`src/g711_pkg.sv`:
```
// Constants shared by the companding port unit and its codec modules
package g711_pkg;
  // Register byte addresses
  localparam logic [7:0] ADDR_CONTROL = 8'h00;
  localparam logic [7:0] ADDR_PORT1 = 8'h04;
  localparam logic [7:0] ADDR_STATUS = 8'h08;
  // Control bit positions
  localparam int TXEN_BIT = 11;
  localparam int ENC_ROUTE_BIT = 12;
  localparam int DEC_ROUTE_BIT = 13;
  localparam int LAW_BIT = 14;
  localparam int NOTATION_BIT = 29;
  // Status field positions
  localparam int STAT_FRONT_LSB = 0;
  localparam int STAT_BACK_LSB = 8;
  localparam int STAT_BUSY_BIT = 16;
  // Reset values
  localparam logic [7:0] HOLD_RESET = 8'h00;
  localparam logic [31:0] WORD_ZERO = 32'h0000_0000;
  // Companding constants
  localparam logic [15:0] MU_BIAS = 16'h0021;
  localparam logic [15:0] A_HALF_STEP = 16'h0021;
  localparam logic [12:0] MU_CLIP = 13'h1FFF;
  localparam logic [11:0] A_CLIP = 12'hFFF;
  localparam logic [7:0] MU_INVERT = 8'hFF;
  localparam logic [7:0] A_INVERT = 8'h55;
  localparam int MU_SEG_LSB = 5;
  localparam int A_SEG_LSB = 5;
  // Serial frame length in bits
  localparam logic [3:0] FRAME_BITS = 4'h8;
  localparam logic [3:0] COUNT_ONE = 4'h1;
  localparam logic [3:0] COUNT_ZERO = 4'h0;
  // Serial sequencer states
  typedef enum logic [1:0] {
    SER_IDLE = 2'b01,
    SER_SHIFT = 2'b10
  } ser_state_t;
endpackage

```
`src/g711_encoder.sv`:
```
// Linear to 8-bit log PCM compressor for mu-law and A-law
`timescale 1ns/1ns
module g711_encoder (
  // Linear sample and settings
  input wire logic [15:0] sample,
  input wire logic lawA,
  input wire logic twosComp,
  // Log code
  output logic [7:0] code
);
  logic neg;
  logic [15:0] mag;
  logic [16:0] muMag;
  logic [12:0] muClip;
  logic [11:0] aClip;
  logic [2:0] muSeg;
  logic [2:0] aSeg;
  logic [3:0] muQ;
  logic [3:0] aQ;

  always_comb begin
    neg = sample[15];
    mag = twosComp ? (neg ? ~sample : sample) : {1'b0, sample[14:0]};
    muMag = twosComp ? {1'b0, mag} : {1'b0, mag} + {1'b0, g711_pkg::MU_BIAS}; // RQ1 RQ3
    muClip = (muMag > {4'h0, g711_pkg::MU_CLIP}) ? g711_pkg::MU_CLIP : muMag[12:0]; // RQ16 RQ28
    aClip = (mag > {4'h0, g711_pkg::A_CLIP}) ? g711_pkg::A_CLIP : mag[11:0]; // RQ4 RQ16 RQ28
    muSeg = 3'h0;
    aSeg = 3'h0;
    for (int i = 0; i < 8; i++) begin
      if (muClip[i + g711_pkg::MU_SEG_LSB]) muSeg = 3'(i);
    end
    for (int i = 0; i < 7; i++) begin
      if (aClip[i + g711_pkg::A_SEG_LSB]) aSeg = 3'(i + 1);
    end
    muQ = 4'(muClip >> ({1'b0, muSeg} + 4'h1));
    aQ = (aSeg == 3'h0) ? 4'(aClip >> 1) : 4'(aClip >> aSeg);
    // Law picks the format; mu-law codes go out fully inverted
    code = lawA ? ({~neg, aSeg, aQ} ^ g711_pkg::A_INVERT) // RQ17
                : ({neg, muSeg, muQ} ^ g711_pkg::MU_INVERT); // RQ6
  end
endmodule // g711_encoder

```
`src/g711_decoder.sv`:
```
// 8-bit log PCM to linear expander for mu-law and A-law
`timescale 1ns/1ns
module g711_decoder (
  // Log code and settings
  input wire logic [7:0] code,
  input wire logic lawA,
  input wire logic twosComp,
  // Linear result
  output logic [15:0] linear
);
  logic [7:0] raw;
  logic neg;
  logic [15:0] step;
  logic [15:0] mag;

  always_comb begin
    raw = lawA ? (code ^ g711_pkg::A_INVERT) : (code ^ g711_pkg::MU_INVERT); // RQ6 RQ17
    neg = lawA ? ~raw[7] : raw[7];
    step = {11'h000, raw[3:0], 1'b0};
    if (lawA) begin
      mag = (raw[6:4] == 3'h0) ? (step | 16'h0001)
                               : 16'((step + g711_pkg::A_HALF_STEP) << (raw[6:4] - 3'h1)); // RQ4
    end else begin
      mag = 16'((step + g711_pkg::MU_BIAS) << raw[6:4]);
      if (!twosComp) mag = mag - g711_pkg::MU_BIAS; // RQ2 RQ3
    end
    // Sign in the top bit either way
    linear = twosComp ? (neg ? 16'(~mag + 16'h0001) : mag) : {neg, mag[14:0]}; // RQ27
  end
endmodule // g711_decoder

```
`src/g711_companding_port_unit.sv`:
```
// Companding port unit: APB registers, transmit stages, serial shifter
`timescale 1ns/1ns
// Operation
// RQ1 - Sign-magnitude mu-law compression adds a bias of 33 first.
// RQ2 - Sign-magnitude mu-law expansion subtracts a bias of 33 afterwards.
// RQ3 - Two's-complement mu-law uses no extra bias either way.
// RQ4 - A-law never uses a bias correction.
// RQ5 - Reset selects sign-magnitude; software may switch to two's-complement.
// RQ6 - Mu-law codes are fully inverted on transmit and on receive.
// RQ7 - Processor leaves one instruction between port writes and reads in two's-complement.
// RQ8 - All route bits zero: port writes and reads pass data unchanged.
// RQ9 - Transmit enable only: write sends eight bits, read returns received code.
// RQ10 - Parallel encode: write compresses, later read returns that code.
// RQ11 - Serial encode: compressed sample waits in transmit stage for next frame.
// RQ12 - Parallel decode: written code is expanded when port is read.
// RQ13 - Serial decode: read expands received code; all bits set also encodes.
// RQ14 - Parallel encode and decode: write compresses, read expands back.
// RQ15 - Serial setting makes parallel companding unavailable until bits change.
// RQ16 - Encoder handles 14-bit mu-law and 13-bit A-law range.
// RQ17 - Law select zero picks mu-law, one picks A-law.
// RQ18 - Front stage loads encoder result if encoder route set, else low byte.
// RQ19 - Every port write is compressed; only the route bit forwards it.
// RQ20 - Frame moves front stage to shifter; eight bits leave on rising edges.
// RQ21 - Parallel encode read returns the front transmit stage.
// RQ22 - Second write pushes front into back stage; back stage unreadable (the code shows it in the status register, never on port 1).
// RQ23 - Processor issues one write and one read per parallel sample.
// RQ24 - Decoder route zero reads directly, one reads through expander.
// RQ25 - Expander input is receive hold in serial, front stage in parallel.
// RQ26 - Serial outputs are driven only while transmit enable is high.
// RQ27 - Expanded result uses selected notation with sign in top bit.
// RQ28 - Compressor saturates out-of-range magnitudes at the largest code.
module g711_companding_port_unit (
  // Clock and reset
  input wire logic clk_sys,
  input wire logic reset_n,
  // APB slave
  input wire logic psel,
  input wire logic penable,
  input wire logic pwrite,
  input wire logic [7:0] paddr,
  input wire logic [31:0] pwdata,
  output logic [31:0] prdata,
  output logic pready,
  output logic pslverr,
  // Serial port
  input wire logic sclk,
  input wire logic frameSync,
  input wire logic rxData,
  output logic txData0,
  output logic txData1,
  output logic txDriveN
);
  // Control bits
  logic transmitEnableBit_reg;
  logic encoderRouteBit_reg;
  logic decoderRouteBit_reg;
  logic lawSelectBit_reg;
  logic notationSelectBit_reg;

  // Transmit stages and receive hold
  logic [7:0] transmitHoldFront_reg;
  logic [7:0] transmitHoldBack_reg;
  logic [7:0] receiveHold_reg;
  logic [7:0] receiveShift_reg;
  logic [7:0] txShift0_reg;
  logic [7:0] txShift1_reg;
  logic [3:0] bitCount_reg;
  logic [3:0] bitCount_next;
  g711_pkg::ser_state_t serState_reg;
  g711_pkg::ser_state_t serState_next;

  // Edge history of the serial inputs
  logic sclkPrev_reg;
  logic framePrev_reg;

  // APB output flops
  logic [31:0] prdata_reg;
  logic pready_reg;
  logic pslverr_reg;

  // Serial output flops
  logic txData0_reg;
  logic txData1_reg;
  logic txDriveN_reg;

  // Decode
  wire setupPhase = psel & ~penable;
  wire accessDone = psel & penable & pready_reg;
  wire hitControl = paddr == g711_pkg::ADDR_CONTROL;
  wire hitPort1 = paddr == g711_pkg::ADDR_PORT1;
  wire hitStatus = paddr == g711_pkg::ADDR_STATUS;
  wire hitAny = hitControl | hitPort1 | hitStatus;
  wire writeControl = accessDone & pwrite & hitControl;
  wire writePort1 = accessDone & pwrite & hitPort1;

  // Serial edges
  wire sclkRise = sclk & ~sclkPrev_reg;
  wire sclkFall = ~sclk & sclkPrev_reg;
  wire frameStart = frameSync & ~framePrev_reg;
  wire shifting = serState_reg == g711_pkg::SER_SHIFT;
  wire lastBit = sclkFall & (bitCount_reg == g711_pkg::COUNT_ONE);

  // Encoder sees every port write whatever the mode
  wire [7:0] encCode;
  g711_encoder encoder (
    .sample(pwdata[15:0]),
    .lawA(lawSelectBit_reg),
    .twosComp(notationSelectBit_reg),
    .code(encCode)
  ); // RQ19

  // Encoder output selector feeding the front stage
  wire [7:0] frontLoad = encoderRouteBit_reg ? encCode : pwdata[7:0]; // RQ18

  // Serial setting steers reads to the receive side, so parallel paths drop out
  wire [7:0] decodeSource = transmitEnableBit_reg ? receiveHold_reg : transmitHoldFront_reg; // RQ25 RQ15

  wire [15:0] decLinear;
  g711_decoder decoder (
    .code(decodeSource),
    .lawA(lawSelectBit_reg),
    .twosComp(notationSelectBit_reg),
    .linear(decLinear)
  ); // RQ12 RQ13 RQ14

  // Decoder path selector: direct byte or expanded sample
  wire [15:0] port1Read = decoderRouteBit_reg ? decLinear : {8'h00, decodeSource}; // RQ24 RQ8 RQ9 RQ21

  // Register read views
  wire [31:0] controlView = 32'(transmitEnableBit_reg) << g711_pkg::TXEN_BIT
                          | 32'(encoderRouteBit_reg) << g711_pkg::ENC_ROUTE_BIT
                          | 32'(decoderRouteBit_reg) << g711_pkg::DEC_ROUTE_BIT
                          | 32'(lawSelectBit_reg) << g711_pkg::LAW_BIT
                          | 32'(notationSelectBit_reg) << g711_pkg::NOTATION_BIT;
  // Back stage is visible here for diagnosis only, never through port 1
  wire [31:0] statusView = 32'(transmitHoldFront_reg) << g711_pkg::STAT_FRONT_LSB
                         | 32'(transmitHoldBack_reg) << g711_pkg::STAT_BACK_LSB
                         | 32'(shifting) << g711_pkg::STAT_BUSY_BIT;
  wire [31:0] readMux = hitControl ? controlView
                      : hitPort1 ? {16'h0000, port1Read}
                      : hitStatus ? statusView
                      : g711_pkg::WORD_ZERO;

  // APB answer: data captured in setup, pready high for the single access cycle
  always_ff @(posedge clk_sys or negedge reset_n) begin
    if (!reset_n) begin
      prdata_reg <= g711_pkg::WORD_ZERO;
      pready_reg <= 1'b0;
      pslverr_reg <= 1'b0;
    end else begin
      pready_reg <= setupPhase;
      pslverr_reg <= setupPhase & ~hitAny;
      if (setupPhase) prdata_reg <= pwrite ? g711_pkg::WORD_ZERO : readMux;
    end
  end

  // Control bits, sign-magnitude after reset
  always_ff @(posedge clk_sys or negedge reset_n) begin
    if (!reset_n) begin
      transmitEnableBit_reg <= 1'b0;
      encoderRouteBit_reg <= 1'b0;
      decoderRouteBit_reg <= 1'b0;
      lawSelectBit_reg <= 1'b0;
      notationSelectBit_reg <= 1'b0; // RQ5
    end else if (writeControl) begin
      transmitEnableBit_reg <= pwdata[g711_pkg::TXEN_BIT];
      encoderRouteBit_reg <= pwdata[g711_pkg::ENC_ROUTE_BIT];
      decoderRouteBit_reg <= pwdata[g711_pkg::DEC_ROUTE_BIT];
      lawSelectBit_reg <= pwdata[g711_pkg::LAW_BIT]; // RQ17
      notationSelectBit_reg <= pwdata[g711_pkg::NOTATION_BIT]; // RQ5
    end
  end

  // Two-deep transmit FIFO; a second write pushes the older sample back
  always_ff @(posedge clk_sys or negedge reset_n) begin
    if (!reset_n) begin
      transmitHoldFront_reg <= g711_pkg::HOLD_RESET;
      transmitHoldBack_reg <= g711_pkg::HOLD_RESET;
    end else if (writePort1) begin
      transmitHoldFront_reg <= frontLoad; // RQ10 RQ11 RQ18
      transmitHoldBack_reg <= transmitHoldFront_reg; // RQ22
    end
  end

  // Serial sequencer
  always_comb begin
    serState_next = serState_reg;
    bitCount_next = bitCount_reg;
    unique case (serState_reg)
      g711_pkg::SER_IDLE: begin
        if (frameStart) begin
          serState_next = g711_pkg::SER_SHIFT;
          bitCount_next = g711_pkg::FRAME_BITS;
        end
      end
      g711_pkg::SER_SHIFT: begin
        if (lastBit) begin
          serState_next = g711_pkg::SER_IDLE;
          bitCount_next = g711_pkg::COUNT_ZERO;
        end else if (sclkFall) begin
          bitCount_next = bitCount_reg - g711_pkg::COUNT_ONE;
        end
      end
      default: begin
        serState_next = g711_pkg::SER_IDLE;
        bitCount_next = g711_pkg::COUNT_ZERO;
      end
    endcase
  end

  always_ff @(posedge clk_sys or negedge reset_n) begin
    if (!reset_n) begin
      serState_reg <= g711_pkg::SER_IDLE;
      bitCount_reg <= g711_pkg::COUNT_ZERO;
      sclkPrev_reg <= 1'b0;
      framePrev_reg <= 1'b0;
    end else begin
      serState_reg <= serState_next;
      bitCount_reg <= bitCount_next;
      sclkPrev_reg <= sclk;
      framePrev_reg <= frameSync;
    end
  end

  // Transmit shifters load on the frame, shift on rising serial clock
  always_ff @(posedge clk_sys or negedge reset_n) begin
    if (!reset_n) begin
      txShift0_reg <= g711_pkg::HOLD_RESET;
      txShift1_reg <= g711_pkg::HOLD_RESET;
      txData0_reg <= 1'b0;
      txData1_reg <= 1'b0;
    end else if (frameStart && !shifting) begin
      txShift0_reg <= transmitHoldFront_reg; // RQ20
      txShift1_reg <= transmitHoldBack_reg;
    end else if (shifting && sclkRise) begin
      txData0_reg <= txShift0_reg[7]; // RQ20
      txData1_reg <= txShift1_reg[7];
      txShift0_reg <= {txShift0_reg[6:0], 1'b0};
      txShift1_reg <= {txShift1_reg[6:0], 1'b0};
    end
  end

  // Pins only driven during a frame with transmit enabled
  always_ff @(posedge clk_sys or negedge reset_n) begin
    if (!reset_n) begin
      txDriveN_reg <= 1'b1;
    end else begin
      txDriveN_reg <= ~(transmitEnableBit_reg & shifting); // RQ26
    end
  end

  // Receive shifter samples on falling serial clock; hold updates after bit 8
  always_ff @(posedge clk_sys or negedge reset_n) begin
    if (!reset_n) begin
      receiveShift_reg <= g711_pkg::HOLD_RESET;
      receiveHold_reg <= g711_pkg::HOLD_RESET;
    end else if (shifting && sclkFall) begin
      receiveShift_reg <= {receiveShift_reg[6:0], rxData};
      if (lastBit) receiveHold_reg <= {receiveShift_reg[6:0], rxData}; // RQ13 RQ9
    end
  end

  assign prdata = prdata_reg;
  assign pready = pready_reg;
  assign pslverr = pslverr_reg;
  assign txData0 = txData0_reg;
  assign txData1 = txData1_reg;
  assign txDriveN = txDriveN_reg;
endmodule // g711_companding_port_unit

```
`config.mk`:
```
export PLATFORM = sky130hd
export DESIGN_NAME = g711_companding_port_unit
export DESIGN_NICKNAME = d
export VERILOG_FILES = /design/src/g711_pkg.sv /design/src/g711_encoder.sv /design/src/g711_decoder.sv /design/src/g711_companding_port_unit.sv
export SDC_FILE = /design/constraint.sdc
export NUM_CORES = 1
export LEC_CHECK = 0
export ABC_AREA = 1
export BUFFER_PORTS_ARGS = -buffer_cell sky130_fd_sc_hd__buf_4
export CAP_MARGIN = 15
export CORE_MARGIN = 2
export CORE_UTILIZATION = 61
export CTS_BUF_LIST = sky130_fd_sc_hd__clkbuf_8
export DETAILED_ROUTE_END_ITERATION = 10
export GPL_ROUTABILITY_DRIVEN = 0
export GPL_TIMING_DRIVEN = 0
export HOLD_SLACK_MARGIN = 0.05
export PLACE_DENSITY = 0.91
export SYNTH_ARGS = -nofsm -noshare
export SYNTH_HDL_FRONTEND = slang
export SYNTH_SLANG_ARGS = --single-unit
export TNS_END_PERCENT = 30
```
`constraint.sdc`:
```
create_clock -name clk_sys -period 3.5 [get_ports clk_sys]
set_input_delay 0.7 -clock clk_sys [delete_from_list [all_inputs] [get_ports clk_sys]]
set_output_delay 0.7 -clock clk_sys [all_outputs]
set_load 0.02 [all_outputs]
```
==> qor_table.md, run 1 <==
| Group | Metric | This run |
|:---|:---|:---|
| sta | Final WS setup | 0.212 ns |
| sta | Transition at the pin with the smallest max-transition slack | 1.02 ns |
| global route | All-layer global routing usage | 0.305 |
| logic synthesis | Mapped Cells | 1087 |
| logic synthesis | Cell types occupying the most area after synthesis | dfrtp_1, nand2_1, nand3_1, o21ai_0, inv_1 |
| drt | Via count of the routed design | 7573 |
| setup path | Worst setup EP type | flip-flop |
| clocking | Clock slew at the register clock pins of the worst setup and hold paths | 0.08 ns |
| floorplan | Area enclosed by the die boundary | 12400 sq um |
| sta | Number of hold-slack violations in the final timing report | 0 |
| clocking | Maximum buffer depth of the clock tree | 2 |
| setup path | Worst path max stage delay | 0.50 ns |
| flow run | Max-cap check violation count | 0 |
| sta | Final worst path period share | 0.939 |
| finish | Final core area utilization | 0.703 |
| setup path | Cell-by-cell listing of the critical path | inv_4 -> nand2_1 -> nand2_2 -> nand2_1 -> nand2_4 -> ha_2 -> ha_4 -> inv_1 -> nor2_1 -> nand2_1 -> o211ai_1 -> nand3_2 -> ha_1 -> nand2_1 -> a21oi_2 -> nand2_1 -> nor2_2 -> nand4_1 -> buf_4 -> nand3_1 -> nand3_1 -> nand2_1 -> nand2_1 -> nand2_1 |
| setup path | Gate family responsible for the most delay along the worst path | simple AND/OR/NAND/NOR gates |
| setup path | CP Max Fanout | 7 |
| logic synthesis | Flops & latches, synth | 83 |
| clocking | CTS tree | yes |
| sta | Shortest clock period the worst path allows after layout | 3.29 ns |
| logic synthesis | Fraction of the yosys area taken by sequential cells | 0.297 |
| clocking | Clock insertion delay at the later pin of the skew report | 0.38 ns |
| placement | Port Buffers | 54 |
| floorplan | Y dimension of the die | 111 microns |
| floorplan | Overall die width | 111 microns |
| sta | Unrepaired setup endpoints after global routing | true |
| setup path | Critical Setup Path Class | flip-flop to flip-flop |
| placement | Final HPWL DP | 14500 microns |
| power and ir drop | Leak Pwr | 4.07 nW |
| global route | Vias in the first global route | 6755 |
| logic synthesis | Library cell with the highest instance count after synthesis | nand2_1 |
| finish | Final standard cell count with taps included and fillers excluded | 1317 |
| setup path | Dominant cell type by count on the critical path | nand2_1 |
| hold path | Hold crit path type | input pin to flip-flop |
| setup path | Critical Path RT | 3.81 ns |
| floorplan | Placeable core region | 11300 sq um |
| logic synthesis | Fraction of synthesized cell area taken by the top area cell type | 0.289 |
| sta | Number of pins exceeding their max-slew limit in the final report | 0 |
| logic synthesis | Post-synthesis cell type with the largest combined area | dfrtp_1 |
| global route | Largest net degree at the start of global routing | 84 |
| finish | Number of fillers in the final layout | 963 |
| placement | Post-placement worst setup slack | -0.114 ns |
| finish | Multi-input gate area | 4250 sq um |
| setup path | R2r worst-path depth | 24 |
| finish | Area occupied by registers | 2080 sq um |
| power and ir drop | Total power | 2.64 mW |
| drt | Post-route antenna net violation count | 0 |
| setup path | WP data arrival | 3.60 ns |
| power and ir drop | Max rail drop VDD | 0.464 mV |
| setup path | Startpoint Class | flip-flop |
| setup path | RR Endpoint | prdata[10]$_DFFE_PN0P_ |
| finish | Count of nets after finishing | 1229 |
| setup path | Number of cells on the critical path | 24 |
| clocking | Clock net sink count | 83 |
| logic synthesis | Post-synthesis instance area | 7010 sq um |
| finish | Layout overhead on the synthesized area | 13.5% |
| global route | GRT overflow | 0 |
| finish | Inserted Diodes | 0 |
| logic synthesis | Share of flip-flops with an asynchronous set or reset | 1.00 |
| setup path | Launch point of the worst reg-to-reg path | transmitEnableBit_reg$_DFFE_PN0P_ |
| sta | Highest clock rate | 0.304 GHz |
| floorplan | Starting density of the core | 0.619 |
| global route | Antenna violations before repair | 0 |
| sta | Final worst clock skew | 0.0152 ns |
| global route | Global-route wire length before repair | 31200 microns |
| setup path | Critical Path Source | transmitEnableBit_reg$_DFFE_PN0P_ |
| logic synthesis | Number of enable-type register cells in the synthesized netlist | 0 |
| logic synthesis | Number of distinct standard cells referenced by the synthesized netlist | 58 |
| floorplan | Ports | 85 |
| clocking | Total CTS buffers | 9 |
| finish | Max FFs per register | 18 |
| floorplan | FP Rows | 39 |
| drt | Via-per-instance ratio | 5.75 |
| clocking | CTS Root Buffer Type | clkbuf_8 |
| clocking | CTS H-tree depth | 3 |
| logic synthesis | Top flip-flop cell by instance count after synthesis | dfrtp_1 |
| outcome | Run status | finished, final reports clean |
| sta | Worst relative slew slack | 0.322 |
| sta | Setup Viol. Count Final | 0 |
| logic synthesis | Commonest cells in the synthesized netlist | nand2_1, inv_1, nand3_1, o21ai_0, dfrtp_1 |
| clocking | Hold buffers post-CTS | 0 |
| finish | Proportion of layout cells with a drive suffix above 1 | 0.171 |
| logic synthesis | Synth warn | 0 |
| placement | Placed Cells incl. Taps | 1297 |
| drt | Routed WL | 19300 microns |
| drt | Starting DRT DRC Count | 979 |
| setup path | Register-to-Register Setup Slack | 0.21 ns |
| logic synthesis | Post-synthesis average cell area | 6.45 sq um |
| setup path | Critical-path cell with the highest stage delay | dfrtp_2 |
| power and ir drop | Pwr dens | 332 nW/um^2 |
| setup path | End point of the critical path | prdata[10]$_DFFE_PN0P_ |
| drt | Number of detailed-routing iterations run before antenna repair | 6 |
| drt | Routed wire length per instance | 14.7 microns |
| drt | Remaining routing DRC violations | 0 |
| setup path | Worst path bufs/invs | 3 |
[layout make-up]
cell class	instances	share of cell area
multi-input combinational	836	0.534
sequential	83	0.261
inverter	132	0.0632
timing repair buffer	58	0.0563
buffer	49	0.0382
tap	143	0.0225
clock buffer	9	0.0156
clock inverter	7	0.00849
[cell families (layout without fill, tap and decap cells)]
kind of cell	count (synthesis)	in the layout	share of synthesized area
compound gates	209	209	0.176
xor+xnor	8	8	0.0111
fa+ha+maj	12	12	0.0214
buf+inv	181	255	0.114
flops	83	83	0.297
mux	2	2	0.00303
other cells	1	14	0.000535
simple gates	591	591	0.377
[where the power goes]
group	switching, mW	internal [mW]
clock	0.361	0.327
sequential	0.0562	1.10
combinational	0.514	0.281
[worst min path at each step]
stage                                      start                           to  slack (ns)  depth (start not counted)
after floorplan                          reset_n  bitCount_reg[0]$_DFFE_PN0P_        0.40                          0
after global placement    prdata[16]$_DFFE_PN0P_       prdata[16]$_DFFE_PN0P_        0.46                          2
after detailed placement     txData0$_DFFE_PN0P_          txData0$_DFFE_PN0P_        0.48                          2
after CTS                              frameSync      framePrev_reg$_DFF_PN0_        0.43                          1
after global routing                   frameSync      framePrev_reg$_DFF_PN0_        0.43                          1
final                                  frameSync      framePrev_reg$_DFF_PN0_        0.44                          1
[placed cells by master (no fill, tap or decap), drive strengths merged, types with 2 or more instances in the layout]
cell / n
nand2: 366
nor3: 5
o32ai: 2
a31oi: 2
a21oi: 47
nand3b: 2
a32oi: 2
o221ai: 4
o21ai: 116
buf: 87
dfrtp: 81
a22oi: 3
clkbuf: 29
dfstp: 2
conb: 14
or2: 3
o22ai: 2
clkinvlp: 2
inv: 132
ha: 12
nand3: 111
nor2: 86
nand4: 16
xor2: 8
a21boi: 5
clkinv: 4
a32o: 4
o211ai: 14
[stage by stage]
step	hold WS, ns	area, sq um	TNS [ns]
finish	0.437	7960	0
global route	0.430	7960	-0.0602
CTS	0.429	7840	0
detailed placement	0.477	7640	-0.427
global placement	0.463	7640	-0.184
floorplan	0.404	7060	0
[routing by layer]
layer	up-vias	part of all wire	global-route usage	wire, microns
met1	3400	0.42	0.413	8080
met2	416	0.45	0.480	8680
met4	0	0.035	0.137	673
met3	62	0.098	0.0558	1890
li1	3695	-	-	-
met5	-	0	0	0
[timing repair]
action	4_1_cts	5_1_grt
endpoints found under the setup margin	4	12
setup buffers	0	4
gates resized for setup	2	24
pin swaps	0	5
Note: power is estimated with default switching activity, not from simulation.
==> run 2, diff against run 1 <==
--- a/config.mk
+++ b/config.mk
@@ -8,8 +8,10 @@
 export ABC_AREA = 1
 export BUFFER_PORTS_ARGS = -buffer_cell sky130_fd_sc_hd__buf_4
 export CAP_MARGIN = 15
+export CELL_PAD_IN_SITES_DETAIL_PLACEMENT = 0
+export CELL_PAD_IN_SITES_GLOBAL_PLACEMENT = 2
 export CORE_MARGIN = 2
-export CORE_UTILIZATION = 61
+export CORE_UTILIZATION = 33
 export CTS_BUF_LIST = sky130_fd_sc_hd__clkbuf_8
 export DETAILED_ROUTE_END_ITERATION = 10
 export GPL_ROUTABILITY_DRIVEN = 0
==> run 2 against run 1 <==
Net effect:
- register-to-register slack hardly changed
- sequential share of layout area is 0.82 points lower
- largest power group unchanged
- sequential power hardly changed
- power is 3.1% higher
- routed wire length is 13% higher
- core utilization is 31 points lower
- sequential cell count stayed put
==> qor_table.md, run 2 (synthesis results as in run 1) <==
| Group | Metric | This run |
|:---|:---|:---|
| finish | Max FFs per register | 18 |
| setup path | Worst path max stage delay | 0.46 ns |
| finish | Proportion of layout cells with a drive suffix above 1 | 0.174 |
| hold path | Hold crit path type | input pin to async pin |
| setup path | Critical Setup Path Class | flip-flop to flip-flop |
| clocking | Clock net sink count | 83 |
| placement | Standard cell area after detailed placement | 7810 sq um |
| global route | Largest net degree at the start of global routing | 84 |
| finish | Finished layout cell area | 8210 sq um |
| drt | Post-route antenna net violation count | 0 |
| power and ir drop | Switching power | 917 uW |
| finish | Inserted Diodes | 0 |
| sta | Shortest clock period the worst path allows after layout | 3.29 ns |
| setup path | Dominant cell type by count on the critical path | nand2_1 |
| drt | Remaining routing DRC violations | 0 |
| finish | Most used cells in the layout excluding fill and tap cells | nand2_1, inv_1, nand3_1 |
| sta | Number of pins exceeding their max-slew limit in the final report | 0 |
| clocking | Hold buffers post-CTS | 0 |
| clocking | Total CTS buffers | 9 |
| drt | Routed wire length per instance | 15.0 microns |
| power and ir drop | Combinational cell fraction of total power | 0.295 |
| floorplan | FP Rows | 53 |
| clocking | Maximum buffer depth of the clock tree | 2 |
| power and ir drop | Switching part of the total | 0.337 |
| sta | Setup Viol. Count Final | 0 |
| drt | Via count of the routed design | 7200 |
| clocking | CTS tree | yes |
| placement | Port Buffers | 54 |
| setup path | Critical-path cell with the highest stage delay | dfrtp_2 |
| floorplan | Placeable core region | 21000 sq um |
| sta | Highest clock rate | 0.304 GHz |
| drt | Starting DRT DRC Count | 533 |
| setup path | Worst path bufs/invs | 3 |
| floorplan | Area enclosed by the die boundary | 22400 sq um |
| setup path | R2r worst-path depth | 24 |
| sta | Number of hold-slack violations in the final timing report | 0 |
| global route | Antenna violations before repair | 0 |
| drt | Routed WL | 21800 microns |
| sta | Final worst clock skew | 0.0107 ns |
| clocking | CTS Root Buffer Type | clkbuf_8 |
| power and ir drop | Clk network pwr share | 0.282 |
| power and ir drop | Max rail drop VDD | 0.166 mV |
| setup path | Worst setup EP type | flip-flop |
| clocking | Clock insertion delay at the later pin of the skew report | 0.36 ns |
| sta | Final worst path period share | 0.939 |
| floorplan | Ports | 85 |
| setup path | WP data arrival | 3.53 ns |
| flow run | Max-cap check violation count | 0 |
| placement | Placed Cells incl. Taps | 1429 |
| drt | Via-per-instance ratio | 4.95 |
| global route | All-layer global routing usage | 0.195 |
| floorplan | Overall die width | 150 microns |
| global route | Global-route wire length before repair | 34500 microns |
| power and ir drop | Portion of total power attributed to sequential cells | 0.423 |
| finish | Commonest non-fill, non-tap cell in the layout | nand2_1 |
| finish | Final standard cell count with taps included and fillers excluded | 1456 |
| sta | Transition at the pin with the smallest max-transition slack | 0.622 ns |
| clocking | CTS H-tree depth | 3 |
| floorplan | Y dimension of the die | 150 microns |
| clocking | Clock slew at the register clock pins of the worst setup and hold paths | 0.09 ns |
| power and ir drop | Pwr dens | 331 nW/um^2 |
| setup path | Number of cells on the critical path | 24 |
| power and ir drop | Leak Pwr | 4.13 nW |
| outcome | Run status | finished, final reports clean |
| sta | Post-Route Hold Slack | 0.172 ns |
| setup path | CP Max Fanout | 7 |
| setup path | Register-to-Register Setup Slack | 0.21 ns |
| setup path | Cell-by-cell listing of the critical path | inv_4 -> nand2_1 -> nand2_2 -> nand2_1 -> nand2_4 -> ha_4 -> ha_4 -> inv_1 -> ha_2 -> inv_1 -> o211ai_1 -> nand3_1 -> nand2_1 -> nand2_1 -> a21oi_2 -> nand2_1 -> nor2_2 -> nand4_1 -> nand2_2 -> nand2_1 -> nand3_1 -> nand2_1 -> nand2_1 -> nand2_1 |
| drt | Number of detailed-routing iterations run before antenna repair | 5 |
| setup path | Startpoint Class | flip-flop |
| setup path | Critical Path RT | 3.74 ns |
| finish | Count of nets after finishing | 1236 |
| sta | Worst relative slew slack | 0.585 |
| setup path | Gate family responsible for the most delay along the worst path | simple AND/OR/NAND/NOR gates |
| sta | Setup TNS Final | 0 ns |
| placement | Final HPWL DP | 17200 microns |
| finish | Layout overhead on the synthesized area | 17.2% |
| global route | GRT overflow | 0 |
| global route | Vias in the first global route | 6521 |
| floorplan | Starting density of the core | 0.335 |
| power and ir drop | Int Pwr | 1.80 mW |
-- run 2: stage by stage --
step | setup slack, ns | total power, mW | utilization
2_1_floorplan | 0.356 | 1.73 | -
3_3_place_gp | -0.267 | 1.95 | 0.373
3_5_place_dp | -0.215 | 1.97 | 0.373
4_1_cts | 0.00990 | 2.73 | 0.384
5_1_grt | -0.0141 | 2.91 | 0.392
6_report | 0.213 | 2.72 | 0.392
-- run 2: area by class of cell --
type | count | area [sq um]
well taps | 275 | 344
multi-input cells | 836 | 4260
plain buffers | 49 | 304
clock buffers | 10 | 138
repair buffers | 65 | 508
inverters | 132 | 503
flip-flops and latches | 83 | 2080
fillers | 2340 | 12700
clock inverters | 6 | 81.3
-- run 2: worst reg2reg max path: stages (launching register included) --
cell      delay [ns]
dfrtp_2         0.46
inv_4           0.07
nand2_1         0.12
nand2_2         0.08
nand2_1         0.10
nand2_4         0.10
ha_4            0.18
ha_4            0.17
inv_1           0.12
ha_2            0.22
inv_1           0.06
o211ai_1        0.16
nand3_1         0.14
nand2_1         0.15
nand2_1         0.08
a21oi_2         0.12
nand2_1         0.08
nor2_2          0.15
nand4_1         0.17
nand2_2         0.13
nand2_1         0.06
nand3_1         0.07
nand2_1         0.05
nand2_1         0.09
nand2_1         0.05
-- run 2: worst paths after layout --
check	start	to
min	reset_n	receiveShift_reg[2]$_DFFE_PN0P_
max	transmitEnableBit_reg$_DFFE_PN0P_	prdata[12]$_DFFE_PN0P_
min reg2reg	prdata[12]$_DFFE_PN0P_	prdata[12]$_DFFE_PN0P_
min in group clk_sys	frameSync	framePrev_reg$_DFF_PN0_
max in group asynchronous	reset_n	transmitEnableBit_reg$_DFFE_PN0P_
max reg2reg	transmitEnableBit_reg$_DFFE_PN0P_	prdata[12]$_DFFE_PN0P_
-- run 2: what timing repair did --
item | CTS | global route
pin swaps | 0 | 7
endpoints found under the setup margin | 7 | 11
buffers inserted | 0 | 10
resized for setup | 4 | 23
gates cloned | 0 | 0
-- run 2: layer usage --
metal,GRT usage,up-vias,share of wire
met3,0.0162,15,0.039
met2,0.313,164,0.45
met5,0,-,0
met1,0.284,3301,0.50
met4,0.0481,0,0.015
li1,-,3720,-
-- run 2: power groups by stage --
stage	Clock (mW)	Combinational, mW	Sequential, mW
after CTS	0.784	0.796	1.15
after global placement	0	0.787	1.17
after floorplan	0	0.560	1.17
after detailed placement	0	0.793	1.17
final	0.767	0.801	1.15
after global routing	0.837	0.906	1.17
